`config.mk`:
```
export PLATFORM = sky130hd
export DESIGN_NAME = tic_top
export DESIGN_NICKNAME = d
export VERILOG_FILES = /design/src/include/tic_pkg.sv /design/src/hdl/tic_top.sv /design/src/hdl/tic_chan.sv
export SDC_FILE = /design/constraint.sdc
export NUM_CORES = 1
export LEC_CHECK = 0
export ABC_AREA = 1
export BUFFER_PORTS_ARGS = -buffer_cell sky130_fd_sc_hd__buf_2
export CAP_MARGIN = 20
export CORE_MARGIN = 5
export CORE_UTILIZATION = 55
export CTS_CLUSTER_SIZE = 14
export DETAILED_ROUTE_END_ITERATION = 6
export GPL_ROUTABILITY_DRIVEN = 0
export PLACE_DENSITY = 0.71
export RECOVER_POWER = 50
export SYNTH_ARGS = -nofsm -noshare
export SYNTH_HDL_FRONTEND = slang
export SYNTH_SLANG_ARGS = --single-unit
```
`constraint.sdc`:
```
create_clock -name clk_sys -period 13.2 [get_ports clk_sys]
set_clock_uncertainty 0.1 [all_clocks]
set_input_delay 1.98 -clock clk_sys [delete_from_list [all_inputs] [get_ports clk_sys]]
set_output_delay 1.98 -clock clk_sys [all_outputs]
set_load 0.05 [all_outputs]
```
`src/include/tic_pkg.sv`:
```
// Shared constants, types and register map of the timer input capture unit
`default_nettype none
package tic_pkg;

  ////////////////////////////////////////////////////////////////////////////
  // Register indices; byte address is four times the index
  localparam logic [9:0] IDX_CAPEN   = 10'h092;
  localparam logic [9:0] IDX_EDGE    = 10'h093;
  localparam logic [9:0] IDX_FILT    = 10'h094;
  localparam logic [9:0] IDX_CTRL    = 10'h0c8;
  localparam logic [9:0] IDX_MODE    = 10'h0c9;
  localparam logic [9:0] IDX_CNTL    = 10'h0cc;
  localparam logic [9:0] IDX_CNTH    = 10'h0cd;
  localparam logic [9:0] IDX_RES0_LO = 10'h0e4;
  localparam logic [9:0] IDX_RES0_HI = 10'h0e5;
  localparam logic [9:0] IDX_RES1_LO = 10'h0e6;
  localparam logic [9:0] IDX_RES1_HI = 10'h0e7;
  localparam logic [9:0] IDX_RES2_LO = 10'h0ed;
  localparam logic [9:0] IDX_RES2_HI = 10'h0ee;
  localparam logic [9:0] IDX_IEN     = 10'h0f0;

  ////////////////////////////////////////////////////////////////////////////
  // Field positions
  localparam int CAPEN_LSB = 4;
  localparam int FILT_LSB  = 4;
  localparam int OVF_BIT   = 7;
  localparam int RUN_BIT   = 2;
  localparam int CMP_BIT   = 0;
  localparam int RLD_BIT   = 7;
  localparam int PSC_LSB   = 4;
  localparam int CLR_BIT   = 3;
  localparam int IEN_CAP   = 0;
  localparam int IEN_GLB   = 1;

  ////////////////////////////////////////////////////////////////////////////
  // Reset values and counts
  localparam logic [7:0]  RST_BYTE    = 8'h00;
  localparam logic [15:0] RST_CNT     = 16'h0000;
  localparam logic [15:0] CNT_TOP     = 16'hffff;
  localparam int          FILT_CYCLES = 4;
  localparam logic [9:0]  PSC_BASE    = 10'h004;

  ////////////////////////////////////////////////////////////////////////////
  // Edge select codes
  localparam logic [1:0] EDGE_FALL = 2'h0;
  localparam logic [1:0] EDGE_RISE = 2'h1;
  localparam logic [1:0] EDGE_BOTH = 2'h2;

  typedef enum logic [1:0] {MODE_CAPTURE, MODE_RELOAD, MODE_COMPARE} tic_mode_t;

  typedef struct packed {
    logic        psel;
    logic        penable;
    logic        pwrite;
    logic [11:0] paddr;
    logic [31:0] pwdata;
  } tic_apb_req_t;

  typedef struct packed {
    logic        pready;
    logic        pslverr;
    logic [31:0] prdata;
  } tic_apb_rsp_t;

endpackage
`default_nettype wire

```
`src/hdl/tic_top.sv`:
```
// Timer input capture unit with 16-bit counter and APB register slave
//
// The APB slave port was decided locally.
`timescale 1ns/1ps
`default_nettype none
// Notes on behaviour
// - Two mode bits choose capture, reload or compare
// - Counter is two separately accessed byte registers
// - Three channels, own edge detectors, one counter
// - Filter rejects pulses under four clocks
// - Filter enables at bits 6..4, third register
// - Edge code 00 fall, 01 rise, 10 both
// - Edge fields 5:4, 3:2, 1:0 of second register
// - Channel enables at bits 6..4, first register
// - Selected edge copies counter to channel result
// - Edge sets channel flag; only software clears
// - Interrupt when flag, capture and global enables
// - Clear-on-capture zeroes counter after the latch
// - Each result is separate low, high bytes
// - Reset clears counter, results and control registers
// - Run bit low halts and keeps count
// - Prescale codes divide by 4 up to 512
// - Overflow sets sticky flag; software clears it
// - Without clear-on-capture, counting continues unchanged
module tic_top (
  // Clock and reset
  input  wire logic                  clk_sys,
  input  wire logic                  rst,
  // APB slave
  input  wire tic_pkg::tic_apb_req_t apb_req,
  output tic_pkg::tic_apb_rsp_t      apb_rsp,
  // Capture pins
  input  wire logic                  capture_pin0,
  input  wire logic                  capture_pin1,
  input  wire logic                  capture_pin2,
  // Interrupt request
  output logic                       capture_irq
);

  typedef struct packed {
    logic [2:0]            capen;
    logic [2:0]            flag;
    logic [5:0]            esel;
    logic [2:0]            filt;
    logic                  ovf;
    logic                  run;
    logic                  cmp;
    logic [7:0]            mode;
    logic [1:0]            ien;
    logic [15:0]           cnt;
    logic [8:0]            psc;
    logic [2:0][15:0]      res;
    logic                  irq;
    tic_pkg::tic_apb_rsp_t rsp;
  } tic_state_t;

  tic_state_t          st_r;
  tic_state_t          st_nxt;
  logic [2:0]          edge_evt;
  logic [2:0]          hit;
  logic [2:0]          pins;
  logic                tick;
  logic                wr;
  logic                setup;
  logic [9:0]          idx;
  logic [7:0]          wdat;
  tic_pkg::tic_mode_t  tmode;

  //////////////////////////////////////////////////////////////////////////////
  // Helpers
  function automatic logic [8:0] psc_last(input logic [2:0] code);
    logic [9:0] d;
    d = tic_pkg::PSC_BASE << code;
    return 9'(d - 10'h001);
  endfunction

  function automatic tic_pkg::tic_mode_t mode_of(input logic cmp, input logic rld);
    if (cmp) begin
      return tic_pkg::MODE_COMPARE;
    end else if (rld) begin
      return tic_pkg::MODE_RELOAD;
    end
    return tic_pkg::MODE_CAPTURE;
  endfunction

  //////////////////////////////////////////////////////////////////////////////
  // Channels share one counter, each with its own edge logic
  assign pins = {capture_pin2, capture_pin1, capture_pin0};

  for (genvar i = 0; i < 3; i++) begin : g_ch
    tic_chan #(
      .FILT_LEN (tic_pkg::FILT_CYCLES)
    ) u_chan (
      .clk_sys    (clk_sys),
      .rst        (rst),
      .pin        (pins[i]),
      .filt_on    (st_r.filt[i]),
      .edge_sel   (st_r.esel[2*i +: 2]),
      .edge_pulse (edge_evt[i])
    );
  end

  //////////////////////////////////////////////////////////////////////////////
  // Decode
  assign tmode = mode_of(st_r.cmp, st_r.mode[tic_pkg::RLD_BIT]);
  // Reload and compare are not built; only capture mode latches
  assign hit   = (tmode == tic_pkg::MODE_CAPTURE) ? (st_r.capen & edge_evt) : 3'h0;
  assign tick  = st_r.run && (st_r.psc == psc_last(st_r.mode[tic_pkg::PSC_LSB +: 3]));
  assign setup = apb_req.psel && !apb_req.penable;
  assign wr    = apb_req.psel && apb_req.penable && apb_req.pwrite && st_r.rsp.pready && !st_r.rsp.pslverr;
  assign idx   = apb_req.paddr[11:2];
  assign wdat  = apb_req.pwdata[7:0];

  //////////////////////////////////////////////////////////////////////////////
  // Next state
  always_comb begin
    st_nxt = st_r;

    // Prescaler and counter
    if (st_r.run) begin
      st_nxt.psc = tick ? 9'h000 : st_r.psc + 9'h001;
    end
    if (tick) begin
      st_nxt.cnt = st_r.cnt + 16'h0001;
    end

    // Capture takes the count before this cycle's update
    for (int i = 0; i < 3; i++) begin
      if (hit[i]) begin
        st_nxt.res[i] = st_r.cnt;
      end
    end
    if (|hit && st_r.mode[tic_pkg::CLR_BIT]) begin
      st_nxt.cnt = tic_pkg::RST_CNT;
    end

    // Software writes; a counter write beats the hardware update
    if (wr) begin
      unique case (idx)
        tic_pkg::IDX_CAPEN: begin
          st_nxt.capen = wdat[tic_pkg::CAPEN_LSB +: 3];
          st_nxt.flag  = wdat[2:0];
        end
        tic_pkg::IDX_EDGE:    st_nxt.esel = wdat[5:0];
        tic_pkg::IDX_FILT:    st_nxt.filt = wdat[tic_pkg::FILT_LSB +: 3];
        tic_pkg::IDX_CTRL: begin
          st_nxt.ovf = wdat[tic_pkg::OVF_BIT];
          st_nxt.run = wdat[tic_pkg::RUN_BIT];
          st_nxt.cmp = wdat[tic_pkg::CMP_BIT];
        end
        tic_pkg::IDX_MODE:    st_nxt.mode = wdat;
        tic_pkg::IDX_CNTL:    st_nxt.cnt[7:0] = wdat;
        tic_pkg::IDX_CNTH:    st_nxt.cnt[15:8] = wdat;
        tic_pkg::IDX_RES0_LO: st_nxt.res[0][7:0] = wdat;
        tic_pkg::IDX_RES0_HI: st_nxt.res[0][15:8] = wdat;
        tic_pkg::IDX_RES1_LO: st_nxt.res[1][7:0] = wdat;
        tic_pkg::IDX_RES1_HI: st_nxt.res[1][15:8] = wdat;
        tic_pkg::IDX_RES2_LO: st_nxt.res[2][7:0] = wdat;
        tic_pkg::IDX_RES2_HI: st_nxt.res[2][15:8] = wdat;
        tic_pkg::IDX_IEN:     st_nxt.ien = wdat[1:0];
        default: ;
      endcase
    end

    // Hardware sets win over a software clear in the same cycle
    st_nxt.flag = st_nxt.flag | hit;
    if (tick && st_r.cnt == tic_pkg::CNT_TOP) begin
      st_nxt.ovf = 1'b1;
    end

    st_nxt.irq = (|st_r.flag) && st_r.ien[tic_pkg::IEN_CAP] && st_r.ien[tic_pkg::IEN_GLB];

    // Read data is prepared in the setup cycle so the access ends at once
    st_nxt.rsp.pready  = setup;
    st_nxt.rsp.pslverr = 1'b0;
    st_nxt.rsp.prdata  = 32'h0000_0000;
    if (setup) begin
      unique case (idx)
        tic_pkg::IDX_CAPEN:   st_nxt.rsp.prdata[7:0] = {1'b0, st_r.capen, 1'b0, st_r.flag};
        tic_pkg::IDX_EDGE:    st_nxt.rsp.prdata[7:0] = {2'h0, st_r.esel};
        tic_pkg::IDX_FILT:    st_nxt.rsp.prdata[7:0] = {1'b0, st_r.filt, 4'h0};
        tic_pkg::IDX_CTRL:    st_nxt.rsp.prdata[7:0] = {st_r.ovf, 4'h0, st_r.run, 1'b0, st_r.cmp};
        tic_pkg::IDX_MODE:    st_nxt.rsp.prdata[7:0] = st_r.mode;
        tic_pkg::IDX_CNTL:    st_nxt.rsp.prdata[7:0] = st_r.cnt[7:0];
        tic_pkg::IDX_CNTH:    st_nxt.rsp.prdata[7:0] = st_r.cnt[15:8];
        tic_pkg::IDX_RES0_LO: st_nxt.rsp.prdata[7:0] = st_r.res[0][7:0];
        tic_pkg::IDX_RES0_HI: st_nxt.rsp.prdata[7:0] = st_r.res[0][15:8];
        tic_pkg::IDX_RES1_LO: st_nxt.rsp.prdata[7:0] = st_r.res[1][7:0];
        tic_pkg::IDX_RES1_HI: st_nxt.rsp.prdata[7:0] = st_r.res[1][15:8];
        tic_pkg::IDX_RES2_LO: st_nxt.rsp.prdata[7:0] = st_r.res[2][7:0];
        tic_pkg::IDX_RES2_HI: st_nxt.rsp.prdata[7:0] = st_r.res[2][15:8];
        tic_pkg::IDX_IEN:     st_nxt.rsp.prdata[7:0] = {6'h00, st_r.ien};
        default:              st_nxt.rsp.pslverr = 1'b1;
      endcase
    end
  end

  //////////////////////////////////////////////////////////////////////////////
  // State register
  always_ff @(posedge clk_sys or posedge rst) begin
    if (rst) begin
      st_r <= '0;
    end else begin
      st_r <= st_nxt;
    end
  end

  assign apb_rsp     = st_r.rsp;
  assign capture_irq = st_r.irq;
endmodule // tic_top
`default_nettype wire

```
`src/hdl/tic_chan.sv`:
```
// One capture channel: synchroniser, glitch filter and edge detector
`timescale 1ns/1ps
`default_nettype none
module tic_chan #(
  parameter int FILT_LEN = tic_pkg::FILT_CYCLES
) (
  // Clock and reset
  input  wire logic       clk_sys,
  input  wire logic       rst,
  // Pin and settings
  input  wire logic       pin,
  input  wire logic       filt_on,
  input  wire logic [1:0] edge_sel,
  // Event
  output logic            edge_pulse
);

  typedef struct packed {
    logic       s1;
    logic       s2;
    logic       filt;
    logic       prev;
    logic [2:0] cnt;
    logic       evt;
  } tic_chan_st_t;

  tic_chan_st_t st_r;
  tic_chan_st_t st_nxt;

  if (FILT_LEN < 2 || FILT_LEN > 8) begin : g_chk
    $error("FILT_LEN out of range");
  end

  //////////////////////////////////////////////////////////////////////////////
  always_comb begin
    st_nxt    = st_r;
    st_nxt.s1 = pin;
    st_nxt.s2 = st_r.s1;
    if (!filt_on) begin
      st_nxt.filt = st_r.s2;
      st_nxt.cnt  = 3'h0;
    end else if (st_r.s2 != st_r.filt) begin
      // Level must disagree for FILT_LEN cycles in a row before it is taken
      if (st_r.cnt == 3'(FILT_LEN - 1)) begin
        st_nxt.filt = st_r.s2;
        st_nxt.cnt  = 3'h0;
      end else begin
        st_nxt.cnt = st_r.cnt + 3'h1;
      end
    end else begin
      st_nxt.cnt = 3'h0;
    end
    st_nxt.prev = st_r.filt;
    unique case (edge_sel)
      tic_pkg::EDGE_FALL: st_nxt.evt = st_r.prev & ~st_r.filt;
      tic_pkg::EDGE_RISE: st_nxt.evt = ~st_r.prev & st_r.filt;
      tic_pkg::EDGE_BOTH: st_nxt.evt = st_r.prev ^ st_r.filt;
      default:            st_nxt.evt = 1'b0;
    endcase
  end

  always_ff @(posedge clk_sys or posedge rst) begin
    if (rst) begin
      st_r <= '0;
    end else begin
      st_r <= st_nxt;
    end
  end

  assign edge_pulse = st_r.evt;
endmodule // tic_chan
`default_nettype wire

```
## After elaboration in Yosys (flattened, before gate mapping)

Cells that the tools add are included.

- Output and inout port bits: 35
- Bits of input ports: 52
- Register bits: 136

- Muxes and demuxes: 54
- Equality and inequality tests: 34
- Shift-type cells: 1
- Bitwise logic cells: 17
- Reduce and logical (&&, ||, !) cells: 31
- Add/sub/neg operators: 6

Operators with widths:

| operator | count |
|---|---|
| 10-bit by 8-bit equality test with 1-bit output (second input constant) | 14 |
| 8-bit case mux with 14 select lines | 1 |
| 16-bit two-way mux | 5 |
| 8-bit two-way mux | 10 |
| 48-bit two-way mux | 1 |
| 41-bit two-way mux | 1 |
| 3-bit two-way mux | 13 |
| 2-bit AND reduction | 10 |
| 16-bit by 1-bit adder with 16-bit output (second input constant) | 1 |
| 16-bit equality test (second input constant) | 1 |
| 1-bit two-way mux | 14 |
| 14-bit OR reduction | 1 |
| 2-bit by 1-bit != test with 1-bit output (second input constant) | 6 |
| 1-bit logical AND | 10 |
| 3-bit by 1-bit adder with 3-bit output (second input constant) | 3 |
| 9-bit by 1-bit adder with 9-bit output (second input constant) | 1 |
| 3-bit by 2-bit equality test with 1-bit output (second input constant) | 3 |
| 9-bit equality test | 1 |
| 9-bit two-way mux | 1 |
| 1-bit case mux with 3 select lines | 3 |
| 3-bit by 3-bit << shifter with 9-bit output (first input constant) | 1 |
| 9-bit by 1-bit subtractor with 9-bit output (second input constant) | 1 |
| 2-bit zero test | 4 |
| 2-bit two-way mux | 4 |
| other kinds (12) | 33 |

## Depth between registers and ports, before layout

- Depth in word-level cells: 11
- Mapped depth: 13
- Gate-level depth less buffers: 12

## Cells and area by module

From an unflattened synthesis, not the netlist that was laid out.

- Cell total of the unflattened synthesis: 1090
- Area total of the unflattened synthesis: 7955.1 µm²

Modules (own cells, without submodules):

| module | cells each | sequential area each (µm²) | instances | area each (µm²) |
|---|---|---|---|---|
| tic_top | 976 | 2802.7 | 1 | 6874.1 |
| tic_chan | 38 | 200.2 | 3 | 360.3 |

## Worst setup path before layout

Ideal clock, no wire load.

- Path type: input to register
- Start: in apb_req[34] (netlist bit)
- End: reg st_r[97] (netlist bit)
- Required time: 12.970 ns
- Arrival time: 2.998 ns
- Stages: 8
- Setup time: 0.130 ns
- Setup slack: 9.972 ns
- Cells stage by stage: nor2_1 nand2_2 nor3_4 nand2_1 nand2_1 inv_2 nand3_1 o21ai_1

RTL lines:

| what | RTL line | source |
|---|---|---|
| start: declaration | tic_top.sv:30 | `input wire tic_pkg::tic_apb_req_t apb_req,` |
| end signal: assignment | tic_top.sv:204 | `st_r <= st_nxt;` |
| end: declaration | tic_top.sv:57 | `tic_state_t st_r;` |

==> run metrics <==
grt ovf 0; I/O Buffers 36; initial antenna violation count 0; residual DRC count 1; Worst-Skew Late Latency 0.43 ns; FMAX 0.158 GHz; Filler cells 1,322; family with the most delay on the worst path buffers and inverters; asr flop ratio synth 1.00; top post-synthesis cells by area dfrtp_1 43%, nand2_1 15%, o21ai_0 7.5%; slew margin rel. -1.68; diode count 0; Setup-failing EPs final 0; first-pass GRT wire length 34.8 mm; post-synthesis sequential area ratio 0.426; peak supply drop 0.0000927 V; status finished, violations left; max-cap viol count 2; Post-synth EDFFs 0; Pwr Total 0.000971 W; largest net degree at the start of global routing 91; CTS Sinks 136; Chip Width 131 um; WP data arrival 6.23 ns; setup bufs post-CTS 0; DR vias/cell 5.45; Slew Viols, Final 139; area of the core 0.0144 mm2; PostCTS Resize Cnt 0; slowest stage delay, CP 2.21 ns; Final #Nets 1,176; Avg Cell Area, Syn 7.27 um2; nature of the critical path startpoint input port; Die ar. 0.0170 mm2; share of layout cells above drive strength 1 0.0790; Post-synth top cells 313 x nand2_1, 136 x dfrtp_1, 120 x o21ai_0, 110 x nor2_1, 109 x inv_1; CTS clk-pin slew, worst paths 0.06 ns; fin crit share 0.479; most area-hungry cell type in the Yosys netlist dfrtp_1; # hold bufs at CTS 0; Tightest Pin Transition 4.00 ns; Fin. Hold Viols 0; worst path cell trace buf_2, clkinvlp_2, clkbuf_1; CTS H-tree lvls 4; drt pass-1 iters 7; # rows 44; vias in the first global route 6,553; Yosys reg bits 136; RSZ-0062 raised after global routing no; CTS Buffer Depth 2; Leak 4.07 nW; I/O pins 87; CTS Buf Count 17; Area after DPL 0.00808 mm2; count leader, synth nand2_1; Critical path buffers and inverters 3; DR WL/cell 16.4 um; ys flop type dfrtp_1; power density over cell area 112 mW/mm2; Yosys warning count 0; Synth Cell Area 0.00799 mm2; critical path peak fanout 90; initial DRC count 691; Critical Path Sink Type async pin; drt total wl 21.5 mm; Yosys cell types 36; Root Driver clkbuf_16; area occupied by multi-input gates 0.00377 mm2; post-route ant nets 0; failing checks DRC, capacitance limit, slew limit; final instance area 0.00865 mm2; initial cell density of the core 0.556; TNS Setup 0 ns; FF/Latch Area 0.00340 mm2; Hold Path Class flip-flop to flip-flop; vias post-DR 7,144; area share of the largest cell type after synthesis 0.426; CP max-delay cell clkinvlp_2; height of the die 131 um; Setup CP Type input port to async pin; DP HPWL 15.0 mm; GRT Total Usage 0.267; Area Overhead vs Synth 8.25%; CTS tree yes; Cells after Synth 1,099; Worst EP required 13.11 ns; Tmin final 6.32 ns
==> final cells by class <==
class / instances / area share
Multi-Input combinational cell: 801 / 0.436
Clock buffer: 24 / 0.0569
Timing Repair Buffer: 40 / 0.0223
Clock inverter: 8 / 0.0136
Inverter: 117 / 0.0509
Sequential cell: 136 / 0.394
Tap cell: 184 / 0.0266
==> cells by family (layout without fill, tap and decap cells) <==
kind of cell	count (synthesis)	in the layout	share of synthesized area
AOI/OAI and AO/OA	162	162	0.105
other	1	24	0.000469
and+or+nand+nor	591	591	0.327
adders and majority gates	11	11	0.0172
buffers and inverters	185	189	0.110
DFF	136	136	0.426
xor gates and xnor gates	13	13	0.0143
==> metal layers <==
layer / global-route usage / wire [um] / share of wire
met5: 0 / 0 / 0
met4: 0.0962 / 567 / 0.026
met3: 0.0699 / 1720 / 0.080
met2: 0.410 / 9590 / 0.45
met1: 0.368 / 9610 / 0.45
==> worst paths after layout <==
kind	start	end	slack (ns)	cells past startpoint
max	rst	st_r[76]	6.88	3
min	g_ch[2].u_chan.st_nxt[6]	g_ch[2].u_chan.st_r[6]	0.26	0
max reg2reg	st_r[116]	st_r[120]	9.62	10
min reg2reg	g_ch[2].u_chan.st_nxt[6]	g_ch[2].u_chan.st_r[6]	0.26	0
max in group clk_sys	apb_req[43]	st_r[98]	9.28	9
min in group asynchronous	rst	g_ch[1].u_chan.edge_pulse	2.63	2
==> stage by stage <==
| stage | setup WS, ns | instances | hold slack [ns] | utilization |
|---|---|---|---|---|
| floorplan | 7.48 | 1122 | 0.231 | - |
| global placement | 8.92 | 1278 | 0.232 | 0.562 |
| detailed placement | 8.90 | 1278 | 0.239 | 0.562 |
| CTS | 9.34 | 1310 | 0.260 | 0.605 |
| global route | 5.82 | 1310 | 0.266 | 0.602 |
| finish | 6.88 | 1310 | 0.257 | 0.602 |
==> flip-flops by register name (all words and copies together), names as in the netlist <==
name / cells
g_ch.u_chan.edge_pulse: 3
capture_irq: 1
st_r: 101
apb_rsp: 10
g_ch.u_chan.st_nxt: 6
g_ch.u_chan.st_r: 15
==> report_power, final <==
part           total (W)  leakage [nW]  internal, W  switching [W]
logic          0.0000542          1.94   0.00000761      0.0000466
clock network   0.000495         0.300     0.000316       0.000179
registers       0.000422          1.83     0.000420     0.00000202
==> cell usage in the layout, fill, tap and decap left out, types with 15 or more instances in the layout <==
cell type | synthesis | routed
buf_2 | 9 | 25
clkbuf_1 | 16 | 15
clkbuf_16 | 0 | 17
conb_1 | 1 | 24
dfrtp_1 | 136 | 136
inv_1 | 109 | 110
nand2_1 | 313 | 315
nand3_1 | 85 | 85
nand4_1 | 31 | 31
nor2_1 | 110 | 111
o21ai_0 | 120 | 120
o21ai_1 | 29 | 29
(Power assumes the default switching activity.)
